[config.mk]
export PLATFORM = sky130hd
export DESIGN_NAME = bmc_uart_regs
export DESIGN_NICKNAME = d
export VERILOG_FILES = /design/src/logic/bmc_pkg.sv /design/src/logic/bmc_uart_regs.sv
export SDC_FILE = /design/constraint.sdc
export NUM_CORES = 1
export LEC_CHECK = 0
export BUFFER_PORTS_ARGS = -buffer_cell sky130_fd_sc_hd__buf_2
export CAP_MARGIN = 20
export CORE_ASPECT_RATIO = 0.6
export CORE_MARGIN = 2
export CORE_UTILIZATION = 63
export CTS_BUF_LIST = sky130_fd_sc_hd__clkbuf_8
export CTS_CLUSTER_SIZE = 30
export DETAILED_ROUTE_END_ITERATION = 16
export PLACE_DENSITY_LB_ADDON = 0.3
export SYNTH_ARGS = -nofsm -noshare
export SYNTH_HDL_FRONTEND = slang
export SYNTH_SLANG_ARGS = --single-unit
[constraint.sdc]
create_clock -name ref_clk -period 3.3 [get_ports ref_clk]
set_input_delay 0.66 -clock ref_clk [delete_from_list [all_inputs] [get_ports ref_clk]]
set_output_delay 0.66 -clock ref_clk [all_outputs]
set_load 0.01 [all_outputs]
[src/logic/bmc_pkg.sv]
// Package for the board management UART register access block.
// Assumes a single 250 MHz clock and a UART line at 115200 8E1.
package bmc_pkg;
  // --------------------------------------------------------------------
  // Timing
  // --------------------------------------------------------------------
  localparam int CLK_HZ = 250000000;
  localparam int BAUD = 115200;
  localparam int BIT_CYCLES = CLK_HZ / BAUD;
  localparam int FAN_PWM_CYCLES = 256;
  localparam int BOOT_NS = 1000;
  localparam int BOOT_CYCLES = (BOOT_NS + 3) / 4;
  // --------------------------------------------------------------------
  // Register map
  // --------------------------------------------------------------------
  localparam logic [6:0] ADDR_FAN_SPEED = 7'h04;
  localparam logic [6:0] ADDR_FAN_FAULT = 7'h06;
  localparam logic [6:0] ADDR_FAULT_CLEAR = 7'h0f;
  localparam logic [6:0] ADDR_MEZZ_FAULT1 = 7'h70;
  localparam logic [6:0] ADDR_MEZZ_FAULT2 = 7'h71;
  localparam logic [7:0] FAULT_CLEAR_CODE = 8'h02;
  localparam logic [7:0] FAULT_RESET = 8'h00;
  localparam logic [7:0] ASCII_LF = 8'h0a;
  // --------------------------------------------------------------------
  // Types
  // --------------------------------------------------------------------
  typedef enum logic [2:0] {
    ST_BOOT = 3'b000,
    ST_ADDR = 3'b001,
    ST_COUNT = 3'b011,
    ST_DATA = 3'b010,
    ST_SEND = 3'b110,
    ST_LF = 3'b111
  } bmc_state_e;
  typedef struct packed {
    logic [6:0] addr;
    logic rd;
    logic [7:0] count;
  } bmc_cmd_s;
endpackage

[src/logic/bmc_uart_regs.sv]
// UART hex register access interpreter with fan control.
// Assumes rx_pin is asynchronous; fan_rpm and cpu_temp share ref_clk.
// What this block does
// - First byte: upper seven bits address, bit zero one for read.
// - Second byte gives number of register bytes to transfer.
// - On read, controller returns one byte per counted register byte.
// - Controller returns each byte as two ASCII hex characters.
// - Multi-byte registers return least significant byte first.
// - Link runs 115200 baud, 8 data, even parity, 1 stop.
// - A boot stage runs first after reset, then the application.
// - Jumper fitted: temperature fan control; removed: full speed.
// - Writing 02 to address 0F clears latched system faults.
// - Address 04 holds 16-bit fan speed in RPM, two bytes.
// - Address 06 holds fan speed fault status, one byte.
// - Mezzanine faults latch after detection; cleared only by reset.
`timescale 1ns/1ps
`default_nettype none
module bmc_uart_regs #(
  parameter int BIT_CYC = bmc_pkg::BIT_CYCLES
) (
  input wire logic ref_clk,
  input wire logic rst_n,
  input wire logic rx_pin,
  output logic tx_pin,
  input wire logic fan_mode_jumper,
  input wire logic [7:0] cpu_temp,
  input wire logic [15:0] fan_rpm,
  input wire logic fan_fault_event,
  input wire logic [15:0] mezz_fault_in,
  input wire logic card_detect_done,
  output logic fan_pwm,
  output logic app_running,
  output logic [7:0] fan_fault_flags
);
  // ------------------------------------------------------------------
  // Input synchronisers: change taken when stages two and three agree
  // ------------------------------------------------------------------
  logic [2:0] rx_sync_reg, rx_sync_next;
  logic [2:0] jp_sync_reg, jp_sync_next;
  logic rx_reg, rx_next, jp_reg, jp_next;
  always_comb begin
    rx_sync_next = {rx_sync_reg[1:0], rx_pin};
    jp_sync_next = {jp_sync_reg[1:0], fan_mode_jumper};
    rx_next = (rx_sync_reg[1] == rx_sync_reg[2]) ? rx_sync_reg[2] : rx_reg;
    jp_next = (jp_sync_reg[1] == jp_sync_reg[2]) ? jp_sync_reg[2] : jp_reg;
  end
  always_ff @(posedge ref_clk) begin
    if (!rst_n) begin
      rx_sync_reg <= 3'h7;
      jp_sync_reg <= 3'h0;
      rx_reg <= 1'b1;
      jp_reg <= 1'b0;
    end else begin
      rx_sync_reg <= rx_sync_next;
      jp_sync_reg <= jp_sync_next;
      rx_reg <= rx_next;
      jp_reg <= jp_next;
    end
  end

  // ------------------------------------------------------------------
  // UART receiver, 8E1; bad parity frames are dropped
  // ------------------------------------------------------------------
  logic [15:0] rx_cnt_reg, rx_cnt_next;
  logic [3:0] rx_bit_reg, rx_bit_next;
  logic [8:0] rx_sh_reg, rx_sh_next;
  logic rx_busy_reg, rx_busy_next, rx_vld_reg, rx_vld_next;
  always_comb begin
    rx_cnt_next = rx_cnt_reg;
    rx_bit_next = rx_bit_reg;
    rx_sh_next = rx_sh_reg;
    rx_busy_next = rx_busy_reg;
    rx_vld_next = 1'b0;
    if (!rx_busy_reg) begin
      if (!rx_reg) begin
        rx_busy_next = 1'b1;
        rx_cnt_next = 16'(BIT_CYC / 2);
        rx_bit_next = 4'h0;
      end
    end else if (rx_cnt_reg != 16'h0) begin
      rx_cnt_next = rx_cnt_reg - 16'h1;
    end else begin
      rx_cnt_next = 16'(BIT_CYC - 1);
      rx_bit_next = rx_bit_reg + 4'h1;
      if (rx_bit_reg == 4'h0 && rx_reg) begin
        rx_busy_next = 1'b0; // False start
      end else if (rx_bit_reg >= 4'h1 && rx_bit_reg <= 4'h9) begin
        rx_sh_next = {rx_reg, rx_sh_reg[8:1]};
      end else if (rx_bit_reg == 4'ha) begin
        rx_busy_next = 1'b0;
        rx_vld_next = rx_reg && !(^rx_sh_reg);
      end
    end
  end
  always_ff @(posedge ref_clk) begin
    if (!rst_n) begin
      rx_cnt_reg <= 16'h0;
      rx_bit_reg <= 4'h0;
      rx_sh_reg <= 9'h0;
      rx_busy_reg <= 1'b0;
      rx_vld_reg <= 1'b0;
    end else begin
      rx_cnt_reg <= rx_cnt_next;
      rx_bit_reg <= rx_bit_next;
      rx_sh_reg <= rx_sh_next;
      rx_busy_reg <= rx_busy_next;
      rx_vld_reg <= rx_vld_next;
    end
  end
  wire logic [7:0] rx_char = rx_sh_reg[7:0];

  // ASCII hex to nibble; flag marks a valid hex digit
  function automatic logic [4:0] hex2nib(input logic [7:0] c);
    if (c >= 8'h30 && c <= 8'h39) return {1'b1, 4'(c - 8'h30)};
    else if (c >= 8'h41 && c <= 8'h46) return {1'b1, 4'(c - 8'h37)};
    else if (c >= 8'h61 && c <= 8'h66) return {1'b1, 4'(c - 8'h57)};
    else return 5'h00;
  endfunction
  function automatic logic [7:0] nib2hex(input logic [3:0] n);
    return (n < 4'ha) ? 8'(8'h30 + n) : 8'(8'h37 + n);
  endfunction

  // ------------------------------------------------------------------
  // Register read mux; unmapped addresses read zero
  // ------------------------------------------------------------------
  logic [15:0] mezz_reg, mezz_next;
  logic mezz_done_reg, mezz_done_next;
  logic [7:0] fault_reg, fault_next;
  function automatic logic [7:0] reg_rd(input logic [6:0] a,
      input logic [15:0] rpm, input logic [7:0] ff,
      input logic [15:0] mz);
    case (a)
      bmc_pkg::ADDR_FAN_SPEED: return rpm[7:0];
      bmc_pkg::ADDR_FAN_SPEED + 7'h1: return rpm[15:8];
      bmc_pkg::ADDR_FAN_FAULT: return ff;
      bmc_pkg::ADDR_MEZZ_FAULT1: return mz[7:0];
      bmc_pkg::ADDR_MEZZ_FAULT2: return mz[15:8];
      default: return 8'h00;
    endcase
  endfunction

  // ------------------------------------------------------------------
  // Command interpreter
  // ------------------------------------------------------------------
  bmc_pkg::bmc_state_e st_reg, st_next;
  bmc_pkg::bmc_cmd_s cmd_reg, cmd_next;
  logic [3:0] hi_reg, hi_next;
  logic half_reg, half_next;
  logic [15:0] boot_reg, boot_next;
  logic [7:0] tx_byte_reg, tx_byte_next;
  logic tx_go, tx_busy, clr_go;
  logic [1:0] tx_ph_reg, tx_ph_next;
  logic [4:0] nib;
  logic [7:0] full_byte;
  logic [7:0] rd_val;
  always_comb begin
    st_next = st_reg;
    cmd_next = cmd_reg;
    hi_next = hi_reg;
    half_next = half_reg;
    boot_next = boot_reg;
    tx_byte_next = tx_byte_reg;
    tx_ph_next = tx_ph_reg;
    tx_go = 1'b0;
    clr_go = 1'b0;
    nib = hex2nib(rx_char);
    full_byte = {hi_reg, nib[3:0]};
    rd_val = reg_rd(cmd_reg.addr, fan_rpm, fault_reg, mezz_reg);
    case (st_reg)
      bmc_pkg::ST_BOOT: begin
        boot_next = boot_reg + 16'h1;
        if (boot_reg == 16'(bmc_pkg::BOOT_CYCLES)) st_next = bmc_pkg::ST_ADDR;
      end
      bmc_pkg::ST_ADDR, bmc_pkg::ST_COUNT, bmc_pkg::ST_DATA: begin
        if (rx_vld_reg && nib[4]) begin
          half_next = !half_reg;
          hi_next = nib[3:0];
          if (half_reg) begin
            if (st_reg == bmc_pkg::ST_ADDR) begin
              cmd_next.addr = full_byte[7:1];
              cmd_next.rd = full_byte[0];
              st_next = bmc_pkg::ST_COUNT;
            end else if (st_reg == bmc_pkg::ST_COUNT) begin
              cmd_next.count = full_byte;
              if (full_byte == 8'h00) st_next = bmc_pkg::ST_LF;
              else if (cmd_reg.rd) begin
                st_next = bmc_pkg::ST_SEND;
                tx_ph_next = 2'h0;
              end else st_next = bmc_pkg::ST_DATA;
            end else begin
              if (cmd_reg.addr == bmc_pkg::ADDR_FAULT_CLEAR &&
                  full_byte == bmc_pkg::FAULT_CLEAR_CODE)
                clr_go = 1'b1;
              cmd_next.addr = cmd_reg.addr + 7'h1;
              cmd_next.count = cmd_reg.count - 8'h1;
              if (cmd_reg.count == 8'h1) st_next = bmc_pkg::ST_LF;
            end
          end
        end
      end
      bmc_pkg::ST_SEND: begin
        if (!tx_busy && !tx_go) begin
          tx_go = 1'b1;
          tx_byte_next = (tx_ph_reg == 2'h0) ? nib2hex(rd_val[7:4]) :
            nib2hex(rd_val[3:0]);
          tx_ph_next = tx_ph_reg + 2'h1;
          if (tx_ph_reg == 2'h1) begin
            tx_ph_next = 2'h0;
            cmd_next.addr = cmd_reg.addr + 7'h1;
            cmd_next.count = cmd_reg.count - 8'h1;
            if (cmd_reg.count == 8'h1) st_next = bmc_pkg::ST_LF;
          end
        end
      end
      bmc_pkg::ST_LF: begin
        half_next = 1'b0;
        if (rx_vld_reg && rx_char == bmc_pkg::ASCII_LF)
          st_next = bmc_pkg::ST_ADDR;
      end
      default: st_next = bmc_pkg::ST_BOOT;
    endcase
  end
  always_ff @(posedge ref_clk) begin
    if (!rst_n) begin
      st_reg <= bmc_pkg::ST_BOOT;
      cmd_reg <= '0;
      hi_reg <= 4'h0;
      half_reg <= 1'b0;
      boot_reg <= 16'h0;
      tx_byte_reg <= 8'h0;
      tx_ph_reg <= 2'h0;
    end else begin
      st_reg <= st_next;
      cmd_reg <= cmd_next;
      hi_reg <= hi_next;
      half_reg <= half_next;
      boot_reg <= boot_next;
      tx_byte_reg <= tx_byte_next;
      tx_ph_reg <= tx_ph_next;
    end
  end

  // ------------------------------------------------------------------
  // UART transmitter, 8E1; frame loaded the cycle after tx_go
  // ------------------------------------------------------------------
  logic [10:0] tx_sh_reg, tx_sh_next;
  logic [15:0] tx_cnt_reg, tx_cnt_next;
  logic [3:0] tx_bit_reg, tx_bit_next;
  logic tx_busy_reg, tx_busy_next, tx_ld_reg, tx_ld_next;
  assign tx_busy = tx_busy_reg || tx_ld_reg;
  always_comb begin
    tx_sh_next = tx_sh_reg;
    tx_cnt_next = tx_cnt_reg;
    tx_bit_next = tx_bit_reg;
    tx_busy_next = tx_busy_reg;
    tx_ld_next = tx_go;
    if (tx_ld_reg) begin
      tx_sh_next = {1'b1, ^tx_byte_reg, tx_byte_reg, 1'b0};
      tx_busy_next = 1'b1;
      tx_cnt_next = 16'(BIT_CYC - 1);
      tx_bit_next = 4'h0;
    end else if (tx_busy_reg) begin
      if (tx_cnt_reg != 16'h0) tx_cnt_next = tx_cnt_reg - 16'h1;
      else begin
        tx_cnt_next = 16'(BIT_CYC - 1);
        tx_sh_next = {1'b1, tx_sh_reg[10:1]};
        tx_bit_next = tx_bit_reg + 4'h1;
        if (tx_bit_reg == 4'ha) tx_busy_next = 1'b0;
      end
    end
  end
  always_ff @(posedge ref_clk) begin
    if (!rst_n) begin
      tx_sh_reg <= 11'h7ff;
      tx_cnt_reg <= 16'h0;
      tx_bit_reg <= 4'h0;
      tx_busy_reg <= 1'b0;
      tx_ld_reg <= 1'b0;
    end else begin
      tx_sh_reg <= tx_sh_next;
      tx_cnt_reg <= tx_cnt_next;
      tx_bit_reg <= tx_bit_next;
      tx_busy_reg <= tx_busy_next;
      tx_ld_reg <= tx_ld_next;
    end
  end
  assign tx_pin = tx_sh_reg[0];

  // ------------------------------------------------------------------
  // Faults: fan faults sticky, set beats clear; mezzanine latched once
  // ------------------------------------------------------------------
  always_comb begin
    fault_next = fault_reg;
    if (clr_go) fault_next = bmc_pkg::FAULT_RESET;
    if (fan_fault_event) fault_next[0] = 1'b1;
    mezz_next = mezz_reg;
    mezz_done_next = mezz_done_reg;
    if (card_detect_done && !mezz_done_reg) begin
      mezz_next = mezz_fault_in;
      mezz_done_next = 1'b1;
    end
  end
  always_ff @(posedge ref_clk) begin
    if (!rst_n) begin
      fault_reg <= bmc_pkg::FAULT_RESET;
      mezz_reg <= 16'h0;
      mezz_done_reg <= 1'b0;
    end else begin
      fault_reg <= fault_next;
      mezz_reg <= mezz_next;
      mezz_done_reg <= mezz_done_next;
    end
  end
  assign fan_fault_flags = fault_reg;

  // ------------------------------------------------------------------
  // Fan PWM: jumper fitted tracks temperature, otherwise full speed
  // ------------------------------------------------------------------
  logic [7:0] pwm_cnt_reg, pwm_cnt_next;
  logic pwm_reg, pwm_next;
  always_comb begin
    pwm_cnt_next = pwm_cnt_reg + 8'h1;
    pwm_next = jp_reg ? (pwm_cnt_reg < cpu_temp) : 1'b1;
  end
  always_ff @(posedge ref_clk) begin
    if (!rst_n) begin
      pwm_cnt_reg <= 8'h0;
      pwm_reg <= 1'b1;
    end else begin
      pwm_cnt_reg <= pwm_cnt_next;
      pwm_reg <= pwm_next;
    end
  end
  assign fan_pwm = pwm_reg;
  assign app_running = (st_reg != bmc_pkg::ST_BOOT);
endmodule // bmc_uart_regs
`default_nettype wire

; Word level (Yosys, flattened, before mapping)
; Cells that the tools add are included.
[classes]
n_mux = 74
reduce_logical = 44
multipliers = 0
n_div = 0
addsub = 16
n_eq_ne = 34
shifts = 0
bitwise_logic = 7
magnitude_cmp = 11
[op_table]
columns = cell, count
row1 = $mux W16, 6
row2 = $mux W7, 7
row3 = $pmux W8 S5, 1
row4 = $mux W3, 11
row5 = $mux W8, 4
row6 = $reduce_bool A16 Y1, 2
row7 = $sub A16 B1 Y16 const B, 2
row8 = $mux W10, 3
row9 = $add A6 B4 Y7 const A, 4
row10 = $mux W12, 2
row11 = $ne A2 B2 Y1 const B, 12
row12 = $eq A7 B3 Y1 const B, 3
row13 = $mux W1, 21
row14 = $reduce_and A6 Y1, 3
row15 = $add A16 B1 Y16 const B, 1
row16 = $eq A16 B8 Y1 const B, 1
row17 = $ge A8 B7 Y1 const B, 2
row18 = $le A8 B7 Y1 const B, 2
row19 = $mux W2, 8
row20 = $pmux W8 S2, 1
row21 = $reduce_and A2 Y1, 8
row22 = $mux W5, 3
row23 = $eq A7 B7 Y1 const B, 2
row24 = $pmux W7 S2, 1
row25 = 46 further kinds, 76
[totals]
wordCells = 215
inputBits = 46
regBits = 148
latch_bits = 0
mem_count = 0
ram_bits = 0
output_inout_bits = 11
rom_bits = 0

; Longest topological paths before layout
[logic_depth]
word_depth = 15
ltp_mapped = 13
ltp_nobuf = 11

; Worst setup path before layout
; Ideal clock, no wire load.
[synth_timing]
path_type = register to register
start = reg rx_sh_reg[0]
end = reg cmd_reg[2] in the netlist's numbering
arrival_ns = 2.693
required_ns = 3.226
n_path_buf = 2
slack_ns = 0.533
period_less_slack_ns = 2.767
path_stages_with_launch = 12
cell_sequence = dfxtp_1 > clkbuf_1 > inv_1 > ha_1 > nand3b_1 > a31oi_1 > or3b_1 > buf_2 > a31o_4 > a211o_1 > or4b_1 > a31oi_1
[synth_via]
elab_chain_len = 10
[synth_rtl]
columns = element, line_no
row1 = "start, declared", bmc_uart_regs.sv:66  ; logic [8:0] rx_sh_reg, rx_sh_next;
row2 = "start signal, assigned", bmc_uart_regs.sv:105  ; rx_sh_reg <= rx_sh_next;
row3 = $ge A8 B7 Y1 / $le A8 B7 Y1 (equally long branches), bmc_uart_regs.sv:116  ; else if (c >= 8'h61 && c <= 8'h66) return {1'b1, 4'(c - 8'h57)};
row4 = $logic_and A1 B1 Y1, bmc_uart_regs.sv:116
row5 = $mux W5, bmc_uart_regs.sv:116
row6 = $mux W5, bmc_uart_regs.sv:115  ; else if (c >= 8'h41 && c <= 8'h46) return {1'b1, 4'(c - 8'h37)};
row7 = $mux W5 (*), bmc_uart_regs.sv:114  ; if (c >= 8'h30 && c <= 8'h39) return {1'b1, 4'(c - 8'h30)};
row8 = $mux W8, bmc_uart_regs.sv:183  ; end else if (st_reg == bmc_pkg::ST_COUNT) begin
row9 = $mux W8, bmc_uart_regs.sv:179  ; if (st_reg == bmc_pkg::ST_ADDR) begin
row10 = $mux W16, bmc_uart_regs.sv:178  ; if (half_reg) begin
row11 = $mux W16, bmc_uart_regs.sv:175  ; if (rx_vld_reg && nib[4]) begin
row12 = $pmux W8 S2, bmc_uart_regs.sv:169  ; case (st_reg)
row13 = "end signal, assigned", bmc_uart_regs.sv:234  ; cmd_reg <= cmd_next;
row14 = "end, declared", bmc_uart_regs.sv:146  ; bmc_pkg::bmc_cmd_s cmd_reg, cmd_next;
; Mark *: on every way between the ends. The rest lies on a longest branch, timed or not. The select of a mux whose other input is x is not followed.
; A chain may end at the register's enable or synchronous reset.

; Worst setup path after layout
[layout_timing]
start = reg rx_sh_reg[7]
end = reg cmd_reg[2] in the netlist's numbering
; Same word-level chain as after synthesis.

==> flow_summary.toml <==
[drt]
drc = 0
firstDrtPassIters = 5
drt_iter0_markers = 659
routed-via-count = 7473
drt-wirelength-per-cell_um = 15.9
vias_per_cell = 6.07
antenna_left = 0
drt-total-wl_mm = 19.6

[cts]
postCtsHoldBufs = 0
htreeDepth = 4
cts_max_path_buffers = 2
cts.sinks = 147
clk_latency_ns = 0.46
postCtsSetupBuffers = 0
cts_resized = 0
cts_buffers = 17
clk_pin_slew_ns = 0.09
cts_tree = "built"
ctsRootBufferMaster = "clkbuf_8"

[pwr]
peakVddDrop_v = 0.000259
p_leak_uw = 0.00357
p_per_area_nw_per_um2 = 408
power_uw = 3650

[synthesis]
synth-async-reset-ratio = 0
ys.flop_type = "dfxtp_1"
synth_edf_count = 0
syn_avg_cell_area_sq_um = 8.04
synth_cell_type_count = 76
syn_inst = 1010
ys_ff_latch = 147
yosysSeqAreaShare = 0.362
syn_area_sq_um = 8120
yosys_warnings = 0

[layout]
drive_gt1_frac = 0.123
final_util = 0.703
nets = 1137
area_growth_pct = 10.2
fin_area_sq_um = 8950
antenna_cells = 0

[global_route]
grt_pass1_vias = 6697
antenna_found_initial = 0
grt-ovfl-total = 0
grt_usage = 0.290
grt_pass1_wl_mm = 32.6
grt_max_degree = 39

[floorplan]
die_area_sq_um = 13800
io-pin-count = 57
core_area_sq_um = 12700
num_rows = 32
die_x_um = 151
start_util = 0.638
die_h_um = 92.0

[critical_path]
cp.required_ns = 3.69
worst-path-max-fanout = 8
critPathKind = "reg -> reg"
crit_slowest_cell = "or3b_1"
critPathMostFrequentCell = "or3b_1"
cp.arrival_ns = 3.42
cp-end-kind = "flip-flop"
path_buf_inv = 1
cp_cell_sequence = "inv_1, ha_1, or3b_1, nor3_2, or3b_1, a31o_4, a211o_1, or4b_1, a31oi_1"
slowest_delay_ns = 0.51
cp-start-kind = "flip-flop"
crit_family = "simple AND/OR/NAND/NOR gates"

[timing]
max_slew.worst_pin.slew_ns = 0.874
final.setup.tns_ns = 0
timing.final.crit_period_ns = 3.03
rsz0062_at_grt = "no"
fmax_mhz = 330
slew_viol_final = 0
skew_ns = 0.0104
hold_viol = 0
timing.hold.ws_ns = 0.415
finalCritPeriodShare = 0.919
slew_headroom = 0.415
setup_viol = 0

[min_path]
hp-class = "in -> reg"

[placed_design]
port-buffer-count = 49
gp_congestion = 0.989
postPlaceCellArea_sq_um = 8520
hpwl_mm = 13.8

[flow_run]
max_cap_violations = 0

[outcome]
outcome = "finished clean"
cell usage after synthesis (all sizes together) (6+ instances only):
cell type,number,area (sq um)
mux2i,12,120
inv,46,173
dfxtp,147,2940
nand4,16,100
nand2b,16,100
o21ai,50,250
a311oi,11,96.3
buf,12,76.3
ha,43,538
a21oi,77,389
nor2,100,375
or3b,7,61.3
xor2,22,193
nand2,131,492
o31ai,6,45.0
nand3,21,105
xnor2,25,219
and2,9,56.3
and3,12,75.1
or3,11,68.8
clkbuf,46,173
and4,6,52.6
nor3,24,125
nor2b,8,50.1
a22o,6,52.6
a211oi,19,148
or2,7,43.8
o2111ai,7,61.3
a31oi,15,100
nor4,11,75.1
layer usage:
layer,track usage,routed length [um]
met1,0.440,9690
met2,0.397,7810
met3,0.0861,1910
met4,0.0724,167
met5,0,0
worst register-to-register path: cells and delay by family (launching register included):
family | cells | cell delay, ns
fa+ha+maj | 1 | 0.14
buf+inv | 1 | 0.12
compound gates | 3 | 0.76
flops | 1 | 0.37
simple gates | 4 | 1.59
area by class of cell:
class / count / area (sq um)
clock buffer: 19 / 262
clock inverter: 13 / 173
timing repair buffer: 71 / 410
inverter: 46 / 173
tap: 170 / 213
fill: 1013 / 3780
multi-input combinational: 765 / 4780
sequential: 147 / 2940
through the flow:
step | std cells | setup WS (ns)
floorplan | 1016 | 0.533
global placement | 1199 | 0.439
detailed placement | 1199 | 0.349
CTS | 1231 | 0.310
global route | 1231 | 0.113
finish | 1231 | 0.269
cell usage in the layout, fill, tap and decap left out, types with 21 or more instances in the layout:
cell,n
dfxtp_1,147
nand2_1,131
nor2_1,100
a21oi_1,76
o21ai_0,50
buf_2,49
inv_1,46
ha_1,43
xnor2_1,25
nor3_1,23
xor2_1,22
buf_4,22
nand3_1,21
report_power, final:
part / total [uW] / switching, uW / internal [uW]
clock network: 1540 / 736 / 802
logic: 267 / 162 / 105
registers: 1840 / 36.5 / 1810
kinds of logic after synthesis:
kind of cell	Yosys count	synth area share
AOI/OAI and AO/OA	251	0.207
xor gates and xnor gates	47	0.0507
adders and majority gates	43	0.0662
buffers and inverters	104	0.0519
DFF	147	0.362
muxes	13	0.0162
other	1	0.000462
and+or+nand+nor	404	0.245
worst paths after layout:
kind / slack [ns] / to / start / depth (start not counted)
setup / recovery: 0.27 / cmd_reg[2]$_SDFFE_PN0P_ / rx_sh_reg[7]$_SDFFE_PN0P_ / 9
hold / removal: 0.41 / rx_sync_reg[0]$_SDFF_PN1_ / rx_pin / 2
setup reg to reg: 0.27 / cmd_reg[2]$_SDFFE_PN0P_ / rx_sh_reg[7]$_SDFFE_PN0P_ / 9
hold reg to reg: 0.41 / rx_sync_reg[1]$_SDFF_PN1_ / rx_sync_reg[0]$_SDFF_PN1_ / 1
Note: power is estimated with default switching activity, not from simulation.
